<file path="src/verilog/xcm_pkg.sv">
package xcm_pkg;
  // ************************************************************
  // register map
  // ************************************************************
  localparam logic [7:0] XCM_OFF_INV = 8'h04;
  localparam logic [7:0] XCM_OFF_STAT = 8'h08;
  localparam logic [7:0] XCM_OFF_HIT = 8'h0c;
  localparam logic [7:0] XCM_OFF_ACC = 8'h10;
  localparam logic [7:0] XCM_OFF_PADDR = 8'h14;
  localparam logic [7:0] XCM_OFF_PCNT = 8'h18;
  localparam logic [7:0] XCM_OFF_PDATA = 8'h1c;
  // ************************************************************
  // fields and reset values
  // ************************************************************
  localparam int XCM_INV_BIT = 0;
  localparam int XCM_STAT_DONE_BIT = 0;
  localparam int XCM_STAT_EMPTY_BIT = 1;
  localparam int XCM_STAT_FULL_BIT = 2;
  localparam int XCM_CNT_W = 22;
  localparam int XCM_ADDR_LSB = 2;
  localparam logic [31:0] XCM_ZERO32 = 32'h0000_0000;
  localparam logic [31:0] XCM_MAX32 = 32'hffff_ffff;
  localparam logic [29:0] XCM_WADDR_RST = 30'h0000_0000;
  localparam logic [21:0] XCM_CNT_RST = 22'h00_0000;
  // ************************************************************
  // timing
  // ************************************************************
  localparam logic [2:0] XCM_COOLDOWN = 3'h7;
  // ************************************************************
  // ahb-lite encodings
  // ************************************************************
  localparam logic [1:0] XCM_HTRANS_NONSEQ = 2'h2;
  localparam logic [1:0] XCM_HTRANS_SEQ = 2'h3;

  typedef enum logic [1:0] {
    XCM_INV_IDLE = 2'b00,
    XCM_INV_RUN = 2'b01
  } xcm_inv_state_type;
endpackage

</file>
<file path="src/verilog/xcm_maint_prefetch.sv">
`timescale 1ns/1ps
// Notes on behaviour
// - trigger bit clears tags, keeps data storage
// - trigger register read stalls until invalidation done
// - status bit0 low while invalidation runs
// - invalidation starts automatically after reset
// - buffer two entries; bit2 means full
// - bit1 means buffer empty; set after reset
// - hit counter saturates; any write clears
// - access counter saturates; any write clears
// - address register advances one word per read
// - nonzero count starts idle-cycle linear prefetch
// - count decrements per word; stops at zero
// - writing zero aborts, drops in-flight read
// - data register read pops oldest word
// - auxiliary port also pops the buffer
// - prefetch yields; waits seven idle cycles after miss
// - dma request raised whenever buffer holds data
module xcm_maint_prefetch
  import xcm_pkg::*;
#(
  parameter int TAG_ENTRIES = 64,
  parameter int TAG_IDX_W = 6
) (
  // clock and reset
  input wire logic mclk_i,
  input wire logic rst_b_i,
  // ahb-lite register slave
  input wire logic hsel_i,
  input wire logic [31:0] haddr_i,
  input wire logic [1:0] htrans_i,
  input wire logic hwrite_i,
  input wire logic [2:0] hsize_i,
  input wire logic [31:0] hwdata_i,
  input wire logic hready_i,
  output logic [31:0] hrdata_o,
  output logic hreadyout_o,
  output logic hresp_o,
  // auxiliary buffer read port, zero wait
  input wire logic aux_rd_i,
  output logic [31:0] aux_rdata_o,
  // flash window activity from the cache
  input wire logic win_access_i,
  input wire logic win_hit_i,
  input wire logic win_miss_i,
  input wire logic flash_busy_i,
  // flash read port for prefetch
  output logic pf_req_o,
  output logic [31:0] pf_addr_o,
  input wire logic pf_gnt_i,
  input wire logic pf_rvalid_i,
  input wire logic [31:0] pf_rdata_i,
  // tag store clear port
  output logic tag_clr_o,
  output logic [TAG_IDX_W-1:0] tag_clr_idx_o,
  // dma request
  output logic dreq_o
);
  // ************************************************************
  // bus address phase capture
  // ************************************************************
  logic dp_ff;
  logic dp_wr_ff;
  logic [7:0] dp_addr_ff;
  logic [31:0] hrdata_ff;
  logic hready_ff;
  logic inv_busy;
  xcm_inv_state_type inv_st_ff;
  logic [TAG_IDX_W-1:0] inv_idx_ff;
  logic inv_req_ff;
  logic [31:0] hit_ff;
  logic [31:0] acc_ff;
  logic [29:0] waddr_ff;
  logic [XCM_CNT_W-1:0] cnt_ff;
  logic [2:0] cool_ff;
  logic infl_ff;
  logic [31:0] buf_ff [2];
  logic [1:0] lvl_ff;
  logic rd_ptr_ff;
  logic addr_ph;
  logic wr_stb;
  logic rd_stb;
  logic pop_bus;
  logic pop;
  logic push;
  logic issue;
  logic [31:0] rdata;

  assign addr_ph = hsel_i && hready_i && (htrans_i == XCM_HTRANS_NONSEQ || htrans_i == XCM_HTRANS_SEQ);
  assign inv_busy = (inv_st_ff == XCM_INV_RUN) || inv_req_ff;

  always_ff @(posedge mclk_i) begin
    if (!rst_b_i) begin
      dp_ff <= 1'b0;
      dp_wr_ff <= 1'b0;
      dp_addr_ff <= 8'h00;
    end else if (hready_ff) begin
      dp_ff <= addr_ph;
      dp_wr_ff <= hwrite_i;
      dp_addr_ff <= haddr_i[7:0];
    end
  end

  // trigger register read holds the bus while invalidation runs
  logic stall;
  logic abort_wr;
  logic trig_wr;
  logic inv_busy_nxt;
  logic inv_rd_wait;
  assign stall = dp_ff && !dp_wr_ff && dp_addr_ff == XCM_OFF_INV && inv_busy;
  // write data arrives in the data phase; act on the last data-phase cycle
  assign wr_stb = dp_ff && dp_wr_ff && hready_ff;
  assign rd_stb = dp_ff && !dp_wr_ff && !stall;
  assign trig_wr = wr_stb && dp_addr_ff == XCM_OFF_INV && hwdata_i[XCM_INV_BIT];
  assign abort_wr = wr_stb && dp_addr_ff == XCM_OFF_PCNT && hwdata_i[XCM_CNT_W-1:0] == XCM_CNT_RST;
  assign inv_busy_nxt = inv_req_ff || trig_wr
                        || (inv_st_ff == XCM_INV_RUN && inv_idx_ff != TAG_IDX_W'(TAG_ENTRIES - 1));
  assign inv_rd_wait = (addr_ph && hready_ff && !hwrite_i && haddr_i[7:0] == XCM_OFF_INV)
                       || (dp_ff && !dp_wr_ff && dp_addr_ff == XCM_OFF_INV && !hready_ff);

  always_ff @(posedge mclk_i) begin
    if (!rst_b_i) begin
      hready_ff <= 1'b1;
    end else begin
      // look one cycle ahead so a sweep still pending cannot slip past a stalled read
      hready_ff <= !(inv_rd_wait && inv_busy_nxt);
    end
  end

  // ************************************************************
  // tag invalidation
  // ************************************************************
  always_ff @(posedge mclk_i) begin
    if (!rst_b_i) begin
      inv_req_ff <= 1'b1;
    end else if (wr_stb && dp_addr_ff == XCM_OFF_INV && hwdata_i[XCM_INV_BIT]) begin
      inv_req_ff <= 1'b1;
    end else if (inv_st_ff == XCM_INV_IDLE) begin
      inv_req_ff <= 1'b0;
    end
  end

  always_ff @(posedge mclk_i) begin
    if (!rst_b_i) begin
      inv_st_ff <= XCM_INV_IDLE;
      inv_idx_ff <= '0;
    end else begin
      case (inv_st_ff)
        XCM_INV_IDLE: begin
          if (inv_req_ff) begin
            inv_st_ff <= XCM_INV_RUN;
            inv_idx_ff <= '0;
          end
        end
        XCM_INV_RUN: begin
          // only tags are walked; data storage is never touched
          if (inv_idx_ff == TAG_IDX_W'(TAG_ENTRIES - 1)) begin
            inv_st_ff <= XCM_INV_IDLE;
          end
          inv_idx_ff <= inv_idx_ff + 1'b1;
        end
        default: inv_st_ff <= XCM_INV_IDLE;
      endcase
    end
  end

  always_ff @(posedge mclk_i) begin
    if (!rst_b_i) begin
      tag_clr_o <= 1'b0;
      tag_clr_idx_o <= '0;
    end else begin
      tag_clr_o <= (inv_st_ff == XCM_INV_RUN);
      tag_clr_idx_o <= inv_idx_ff;
    end
  end

  // ************************************************************
  // performance counters
  // ************************************************************
  always_ff @(posedge mclk_i) begin
    if (!rst_b_i) begin
      hit_ff <= XCM_ZERO32;
    end else if (wr_stb && dp_addr_ff == XCM_OFF_HIT) begin
      hit_ff <= XCM_ZERO32;
    end else if (win_hit_i && hit_ff != XCM_MAX32) begin
      hit_ff <= hit_ff + 32'h1;
    end
  end

  always_ff @(posedge mclk_i) begin
    if (!rst_b_i) begin
      acc_ff <= XCM_ZERO32;
    end else if (wr_stb && dp_addr_ff == XCM_OFF_ACC) begin
      acc_ff <= XCM_ZERO32;
    end else if (win_access_i && acc_ff != XCM_MAX32) begin
      acc_ff <= acc_ff + 32'h1;
    end
  end

  // ************************************************************
  // prefetch engine
  // ************************************************************
  // reads only when flash idle, cooldown expired, count live and room left
  assign issue = cnt_ff != XCM_CNT_RST && !infl_ff && !flash_busy_i && !win_access_i
                 && cool_ff == 3'h0 && (lvl_ff + {1'b0, infl_ff}) < 2'h2;
  assign pop_bus = rd_stb && dp_addr_ff == XCM_OFF_PDATA && lvl_ff != 2'h0;
  assign pop = pop_bus || (aux_rd_i && lvl_ff != 2'h0);
  assign push = infl_ff && pf_rvalid_i && !abort_wr;

  always_ff @(posedge mclk_i) begin
    if (!rst_b_i) begin
      cool_ff <= 3'h0;
    end else if (win_miss_i) begin
      cool_ff <= XCM_COOLDOWN;
    end else if (cool_ff != 3'h0 && !win_access_i) begin
      cool_ff <= cool_ff - 3'h1;
    end
  end

  always_ff @(posedge mclk_i) begin
    if (!rst_b_i) begin
      cnt_ff <= XCM_CNT_RST;
    end else if (wr_stb && dp_addr_ff == XCM_OFF_PCNT) begin
      cnt_ff <= hwdata_i[XCM_CNT_W-1:0];
    end else if (pf_req_o && pf_gnt_i) begin
      cnt_ff <= cnt_ff - 1'b1;
    end
  end

  always_ff @(posedge mclk_i) begin
    if (!rst_b_i) begin
      waddr_ff <= XCM_WADDR_RST;
    end else if (wr_stb && dp_addr_ff == XCM_OFF_PADDR) begin
      waddr_ff <= hwdata_i[31:XCM_ADDR_LSB];
    end else if (pf_req_o && pf_gnt_i) begin
      waddr_ff <= waddr_ff + 30'h1;
    end
  end

  always_ff @(posedge mclk_i) begin
    if (!rst_b_i) begin
      pf_req_o <= 1'b0;
      infl_ff <= 1'b0;
    end else if (abort_wr) begin
      pf_req_o <= 1'b0;
      infl_ff <= 1'b0;
    end else if (pf_req_o) begin
      // a request yields to any window access that turns up meanwhile
      pf_req_o <= !pf_gnt_i && !win_access_i;
      infl_ff <= pf_gnt_i;
    end else begin
      pf_req_o <= issue && cnt_ff != XCM_CNT_RST;
      if (pf_rvalid_i) begin
        infl_ff <= 1'b0;
      end
    end
  end

  always_ff @(posedge mclk_i) begin
    if (!rst_b_i) begin
      pf_addr_o <= XCM_ZERO32;
    end else begin
      pf_addr_o <= {waddr_ff, 2'b00};
    end
  end

  // ************************************************************
  // two-entry prefetch buffer
  // ************************************************************
  always_ff @(posedge mclk_i) begin
    if (!rst_b_i) begin
      lvl_ff <= 2'h0;
      rd_ptr_ff <= 1'b0;
    end else begin
      lvl_ff <= lvl_ff + {1'b0, push} - {1'b0, pop};
      if (pop) begin
        rd_ptr_ff <= !rd_ptr_ff;
      end
    end
  end

  always_ff @(posedge mclk_i) begin
    if (push) begin
      buf_ff[rd_ptr_ff ^ lvl_ff[0]] <= pf_rdata_i;
    end
  end

  always_ff @(posedge mclk_i) begin
    if (!rst_b_i) begin
      dreq_o <= 1'b0;
      aux_rdata_o <= XCM_ZERO32;
    end else begin
      dreq_o <= (lvl_ff + {1'b0, push} - {1'b0, pop}) != 2'h0;
      aux_rdata_o <= (lvl_ff != 2'h0) ? buf_ff[rd_ptr_ff] : XCM_ZERO32;
    end
  end

  // ************************************************************
  // read mux
  // ************************************************************
  always_comb begin
    rdata = XCM_ZERO32;
    if (haddr_i[7:0] == XCM_OFF_STAT) begin
      rdata[XCM_STAT_DONE_BIT] = !inv_busy;
      rdata[XCM_STAT_EMPTY_BIT] = (lvl_ff == 2'h0);
      rdata[XCM_STAT_FULL_BIT] = (lvl_ff == 2'h2);
    end else if (haddr_i[7:0] == XCM_OFF_HIT) begin
      rdata = hit_ff;
    end else if (haddr_i[7:0] == XCM_OFF_ACC) begin
      rdata = acc_ff;
    end else if (haddr_i[7:0] == XCM_OFF_PADDR) begin
      rdata = {waddr_ff, 2'b00};
    end else if (haddr_i[7:0] == XCM_OFF_PCNT) begin
      rdata = {10'h000, cnt_ff};
    end else if (haddr_i[7:0] == XCM_OFF_PDATA) begin
      rdata = (lvl_ff != 2'h0) ? buf_ff[rd_ptr_ff] : XCM_ZERO32;
    end
  end

  // data is captured at the address phase; the trigger register reads zero
  always_ff @(posedge mclk_i) begin
    if (!rst_b_i) begin
      hrdata_ff <= XCM_ZERO32;
    end else if (addr_ph && hready_ff && !hwrite_i) begin
      hrdata_ff <= rdata;
    end
  end

  assign hrdata_o = hrdata_ff;
  assign hreadyout_o = hready_ff;
  assign hresp_o = 1'b0;
endmodule

</file>
<file path="config.mk">
export PLATFORM = sky130hd
export DESIGN_NAME = xcm_maint_prefetch
export DESIGN_NICKNAME = d
export VERILOG_FILES = /design/src/verilog/xcm_pkg.sv /design/src/verilog/xcm_maint_prefetch.sv
export SDC_FILE = /design/constraint.sdc
export NUM_CORES = 1
export LEC_CHECK = 0
export ABC_CLOCK_PERIOD_IN_PS = 2800
export BUFFER_PORTS_ARGS = -buffer_cell sky130_fd_sc_hd__buf_4
export CAP_MARGIN = 5
export CORE_MARGIN = 3
export CORE_UTILIZATION = 30
export DETAILED_ROUTE_END_ITERATION = 7
export HOLD_SLACK_MARGIN = 0.02
export PLACE_DENSITY_LB_ADDON = 0.2
export SYNTH_ARGS = -nofsm -noshare
export SYNTH_HDL_FRONTEND = slang
export SYNTH_SLANG_ARGS = --single-unit
</file>
<file path="constraint.sdc">
create_clock -name mclk_i -period 2.8 [get_ports mclk_i]
set_input_delay 0.56 -clock mclk_i [delete_from_list [all_inputs] [get_ports mclk_i]]
set_output_delay 0.56 -clock mclk_i [all_outputs]
set_load 0.005 [all_outputs]
</file>
==> results of run 1 <==
worst paths after layout:
check,start,end,slack [ps],depth (start not counted)
worst max-delay path,dp_addr_ff[7],dreq_o,190,9
worst min-delay path,pf_rdata_i[22],buf_ff[1][22],190,1
worst max register to register,dp_addr_ff[7],dreq_o,190,9
worst min register to register,dp_ff,dp_ff,470,2
sequential cells by signal, indices dropped and copies added, names as in the netlist, 2 cells and up, named ones only:
register and cells:
pf_addr_o 30, dp_addr_ff 8, hrdata_o 32, buf_ff 64
inv_idx_ff 6, aux_rdata_o 32, cool_ff 3, cnt_ff 22
waddr_ff 30, lvl_ff 2, tag_clr_idx_o 6, acc_ff 32
hit_ff 32
through the flow:
stage	util	instance area [um^2]	total power (uW)
detailed placement	0.354	16100	5230
CTS	0.383	17400	10500
global route	0.383	17400	10700
global placement	0.354	16100	5220
floorplan	-	13900	4970
finish	0.383	17400	10400
cell usage after synthesis, types with 23 or more instances:
library cell | instances | area share
nand4_1 | 31 | 0.014
o21ai_0 | 72 | 0.026
edfxtp_1 | 64 | 0.14
nand3_1 | 46 | 0.017
o31ai_1 | 28 | 0.015
or4_1 | 25 | 0.014
or3_1 | 25 | 0.011
mux2i_1 | 47 | 0.034
nor2_1 | 157 | 0.042
a21oi_1 | 71 | 0.026
clkbuf_1 | 71 | 0.019
dfxtp_1 | 246 | 0.35
xnor2_1 | 45 | 0.028
a211oi_1 | 30 | 0.016
nor3_1 | 48 | 0.017
a22oi_1 | 23 | 0.012
and2_1 | 44 | 0.020
nand2_1 | 75 | 0.020
nor4_1 | 28 | 0.013
power groups by stage:
stage                     logic (uW)  clock network (uW)  registers [uW]
after CTS                        497                5360            4640
after global routing             543                5510            4640
after detailed placement         495                   0            4730
final                            498                5240            4640
after floorplan                  253                   0            4720
after global placement           492                   0            4730
worst max-delay path: stages (launching register included):
cell and delay [ps]:
dfxtp_1 300, or4b_1 630, nor4_1 300, buf_4 160, a31o_2 240, xnor2_1 110, ha_1 190, xnor2_1 130
and3_1 200, o31a_1 230
routing by layer:
metal  part of all wire  global-route usage  routed length (um)  vias up
met5                  0                   0                   0        -
met4              0.035              0.0671                1640        0
met3              0.050              0.0289                2320       77
met2               0.47               0.301               21800      352
met1               0.45               0.244               20800     5822
li1                   -                   -                   -     5778
cell families (layout without fill, tap and decap cells):
family | count (synthesis) | in the layout | synth area share
AOI/OAI and AO/OA | 329 | 329 | 0.159
and+or+nand+nor | 560 | 560 | 0.215
DFF | 310 | 310 | 0.493
muxes | 63 | 63 | 0.0469
adders and majority gates | 9 | 9 | 0.00812
buffers and inverters | 117 | 332 | 0.0359
other | 1 | 3 | 0.000270
xor gates and xnor gates | 66 | 66 | 0.0417
final cells by class:
type | count | area share
Clock buffer | 46 | 0.0603
Clock inverter | 19 | 0.0159
Inverter | 21 | 0.00452
Multi-Input combinational cell | 1030 | 0.376
Sequential cell | 310 | 0.392
Tap cell | 600 | 0.0430
Timing Repair Buffer | 246 | 0.108
==> flow_metrics.env, run 1 <==
export IMPL_numPortBuffers=188
export IMPL_cts_buffer_depth=3
export IMPL_cts_tree="done"
export IMPL_drtPass1Iterations=5
export IMPL_path_class="register to register"
export IMPL_grt_overflow_total=0
export IMPL_numCtsBuffers=37
export IMPL_cts_resized_gates=0
export IMPL_max_freq_mhz=383
export IMPL_cp_required_ps=3240
export IMPL_combPwrFrac=0.048
export IMPL_report_final_slew_viol_count=0
export IMPL_worstSetupEndpointType="register"
export IMPL_worst_slack_ps=186
export IMPL_initial_utilization=0.304
export IMPL_p_sw_uw=2350
export IMPL_drive_gt1_frac=0.216
export IMPL_postSynth_asyncResetShare=0
export IMPL_dp_slack_ps=80.2
export IMPL_hold_buffers=0
export IMPL_drc=0
export IMPL_drtIter0Drc=870
export IMPL_cts_setup_buffers=0
export IMPL_gp_congestion=0.869
export IMPL_clkLatencyLatePin_ps=560
export IMPL_hold_ws_ps=186
export IMPL_final_cells=2272
export IMPL_synth_seq_cells=310
export IMPL_die_area_um2=48900
export IMPL_synth_edf_count=64
export IMPL_multi_input_area_um2=6560
export IMPL_power_ir_vdd_worst_v=0.000411
export IMPL_power_frac_seq=0.447
export IMPL_period_minus_slack_ps=2610
export IMPL_synth_yosys_seq_area_share=0.493
export IMPL_core_area_um2=45600
export IMPL_worst_pin_slew_ps=1060
export IMPL_ctsHtreeMaxLevel=2
export IMPL_hold_viol=0
export IMPL_synthCells=1455
export IMPL_drt_antenna_violating_nets=0
export IMPL_hold_path_class="input port to register"
export IMPL_clk_pin_slew_ps=60
export IMPL_antenna_found_initial=0
export IMPL_seq_area_um2=6850
export IMPL_area_growth_pct=25.7
export IMPL_worst_path_max_fanout=5
export IMPL_die_y_um=221
export IMPL_post_route_period_util=0.933
export IMPL_die_x_um=221
export IMPL_vias_per_cell=5.29
export IMPL_rows=78
export IMPL_maxCapViolCount=0
export IMPL_p_leak_uw=0.00631
export IMPL_rsz0062_at_grt="false"
export IMPL_grt_max_degree=47
export IMPL_layout_commonest_cell="dfxtp_1"
export IMPL_grt_pass1_wl_um=70300
export IMPL_cp_start_kind="register"
export IMPL_cts_num_sinks=310
export IMPL_p_sw_frac=0.226
export IMPL_synth_cell_types=75
export IMPL_ys_flop_type="dfxtp_1"
export IMPL_wl_per_cell_um=20.5
export IMPL_pwr_share_clk=0.505
export IMPL_final_setup_tns_ps=0
export IMPL_p_int_uw=8030
export IMPL_status="complete, no violations"
export IMPL_via_count=12000
export IMPL_dp_final_hpwl_um=34800
export IMPL_yosys_warnings=0
export IMPL_avgSynthCellArea_um2=9.54
export IMPL_nFillCells=4524
export IMPL_grt_pass1_vias=11600
export IMPL_finalSetupViolCount=0
export IMPL_power_density_nw_per_um2=595
export IMPL_fin_nets=1768
export IMPL_pin_count=220
export IMPL_placed_cells=2207
export IMPL_cp_arrival_ps=3050
export IMPL_grt_usage=0.183
export IMPL_skew_ps=17.8
export IMPL_final_cell_mix="245 x dfxtp_1, 243 x buf_4, 155 x nor2_1, 75 x nand2_1, 72 x o21ai_0"
export IMPL_slew_headroom=0.291
export IMPL_routed_wl_um=46600
export IMPL_cts_root_buf="clkbuf_16"
export IMPL_antenna_cells=0
export IMPL_synth_area_um2=13900
(Power assumes the default switching activity.)
==> run 2: changes to the inputs <==
- ABC_CLOCK_PERIOD_IN_PS: 2800 -> 2200
- CTS_BUF_LIST: unset -> sky130_fd_sc_hd__clkbuf_8
- clock period: 2.8 -> 2.2 ns (I/O delays scaled with it)
==> run 2 against run 1 <==
- the flow now finishes with violations (negative setup slack)
- worst setup slack worse by 270 ps
- critical path depth unchanged
- global-route usage up 0.87 points
- routed wire length up 4.5%
- via count up 5.8%
- clock power up 6.7%
- sequential cell count unchanged
- non-clock buffer count up 166
- sequential power up 27%
- total power up 18%
- highest routed layer unchanged
==> flow_metrics.env, run 2 (synthesis results as in run 1) <==
export IMPL_nFillCells=4529
export IMPL_worst_slack_ps=-80.8
export IMPL_finalSetupViolCount=1
export IMPL_grt_max_degree=61
export IMPL_slew_headroom=0.555
export IMPL_r2r_cells=9
export IMPL_cts_root_buf="clkbuf_8"
export IMPL_skew_ps=31.2
export IMPL_hold_ws_ps=98.7
export IMPL_numPortBuffers=188
export IMPL_drtIter0Drc=944
export IMPL_cts_buffer_depth=3
export IMPL_max_freq_mhz=438
export IMPL_cts_num_sinks=310
export IMPL_core_area_um2=45600
export IMPL_gp_congestion=0.900
export IMPL_layout_commonest_cell="buf_4"
export IMPL_grt_pass1_wl_um=74000
export IMPL_p_leak_uw=0.00722
export IMPL_area_growth_pct=35.8
export IMPL_wl_per_cell_um=19.7
export IMPL_worst_pin_slew_ps=664
export IMPL_dp_final_hpwl_um=36500
export IMPL_cp_endpoint="dreq_o"
export IMPL_min_path_cells=3
export IMPL_antenna_found_initial=1
export IMPL_final_cells=2474
export IMPL_numCtsBuffers=53
export IMPL_seq_area_um2=6850
export IMPL_cp_start_kind="register"
export IMPL_cp_arrival_ps=2800
export IMPL_clk_pin_slew_ps=70
export IMPL_grt_pass1_vias=12500
export IMPL_power_density_nw_per_um2=651
export IMPL_rsz0062_at_grt="true"
export IMPL_post_route_period_util=1.04
export IMPL_drive_gt1_frac=0.288
export IMPL_final_cell_mix="365 x buf_4, 241 x dfxtp_1, 152 x nor2_1, 75 x nand2_1, 72 x o21ai_0"
export IMPL_crit_start="dp_addr_ff[5]"
export IMPL_violations="negative setup slack"
export IMPL_via_count=12700
export IMPL_period_minus_slack_ps=2280
export IMPL_die_y_um=221
export IMPL_report_final_slew_viol_count=0
export IMPL_hold_path_class="input port to register"
export IMPL_largest_reg_flops=64
export IMPL_r2r_start="dp_addr_ff[5]"
export IMPL_drtPass1Iterations=5
export IMPL_multi_input_area_um2=6720
export IMPL_final_core_util=0.413
export IMPL_routed_wl_um=48700
export IMPL_power_ir_vdd_worst_v=0.000544
export IMPL_cts_tree="done"
export IMPL_ctsHtreeMaxLevel=2
export IMPL_die_x_um=221
export IMPL_drc=0
export IMPL_rows=78
export IMPL_r2r_slack_ps=-80
export IMPL_placed_cells=2333
export IMPL_initial_utilization=0.304
export IMPL_hold_viol=0
export IMPL_cp_required_ps=2720
export IMPL_grt_usage=0.192
export IMPL_status="finished with violations"
export IMPL_grt_overflow_total=0
export IMPL_fin_nets=1950
export IMPL_die_area_um2=48900
export IMPL_maxCapViolCount=0
export IMPL_drt_antenna_violating_nets=0
export IMPL_vias_per_cell=5.14
export IMPL_worst_path_max_fanout=3
export IMPL_worstSetupEndpointType="register"
export IMPL_r2r_end="dreq_o"
export IMPL_path_class="register to register"
export IMPL_pin_count=220
export IMPL_clkLatencyLatePin_ps=660
run 2: worst min-delay path by stage:
stage	slack, ps	from	to
after floorplan	450	dp_ff	dp_ff
after global placement	460	dp_ff	dp_ff
after detailed placement	470	dp_ff	dp_ff
after CTS	50	hwdata_i[26]	waddr_ff[24]
after global routing	90	htrans_i[1]	dp_ff
final	100	hwdata_i[26]	waddr_ff[24]
run 2: power by group:
group / internal, uW / leakage [uW] / total (uW) / switching, uW
sequential: 5850 / 0.00256 / 5900 / 46.9
clock: 3000 / 0.000655 / 5590 / 2580
combinational: 368 / 0.00401 / 793 / 425
total: 9220 / 0.00722 / 12300 / 3060
run 2: metal layers:
| layer | GRT usage | vias up | share of wire |
|---|---|---|---|
| met5 | 0 | - | 0 |
| met4 | 0.0644 | 0 | 0.032 |
| met3 | 0.0353 | 90 | 0.048 |
| met2 | 0.322 | 337 | 0.47 |
| met1 | 0.249 | 6151 | 0.45 |
| li1 | - | 6147 | - |
run 2: worst max-delay path, stage by stage (launching register included):
cell     delay (ps)
dfxtp_2         320
or4b_4          560
buf_6           150
nor2_4           90
a32o_2          200
xnor2_2         110
ha_2            210
xnor2_2          70
and3_4          180
o31a_1          230
run 2: area by class of cell:
class / instances / share of cell area
sequential: 310 / 0.364
multi-input combinational: 1030 / 0.356
timing repair buffer: 412 / 0.176
clock buffer: 63 / 0.0460
tap: 600 / 0.0398
clock inverter: 37 / 0.0141
inverter: 21 / 0.00418
antenna: 1 / 0.000133
run 2: through the flow:
step	setup WS, ps	TNS (ps)	total power, uW	instance area [um^2]
2_1_floorplan	-157	-3040	6330	13900
3_3_place_gp	-384	-18330	6730	17200
3_5_place_dp	-436	-20020	6740	17200
4_1_cts	-82.5	-82.5	12400	18700
5_1_grt	-178	-273	12700	18800
6_report	-80.8	-80.8	12300	18800
run 2: what timing repair did:
item	CTS	global route
endpoints found under the hold margin	68	0
hold buffers	34	0
pin swaps	7	2
setup endpoints to repair	83	54
setup buffers	2	4
gates resized for setup	15	21
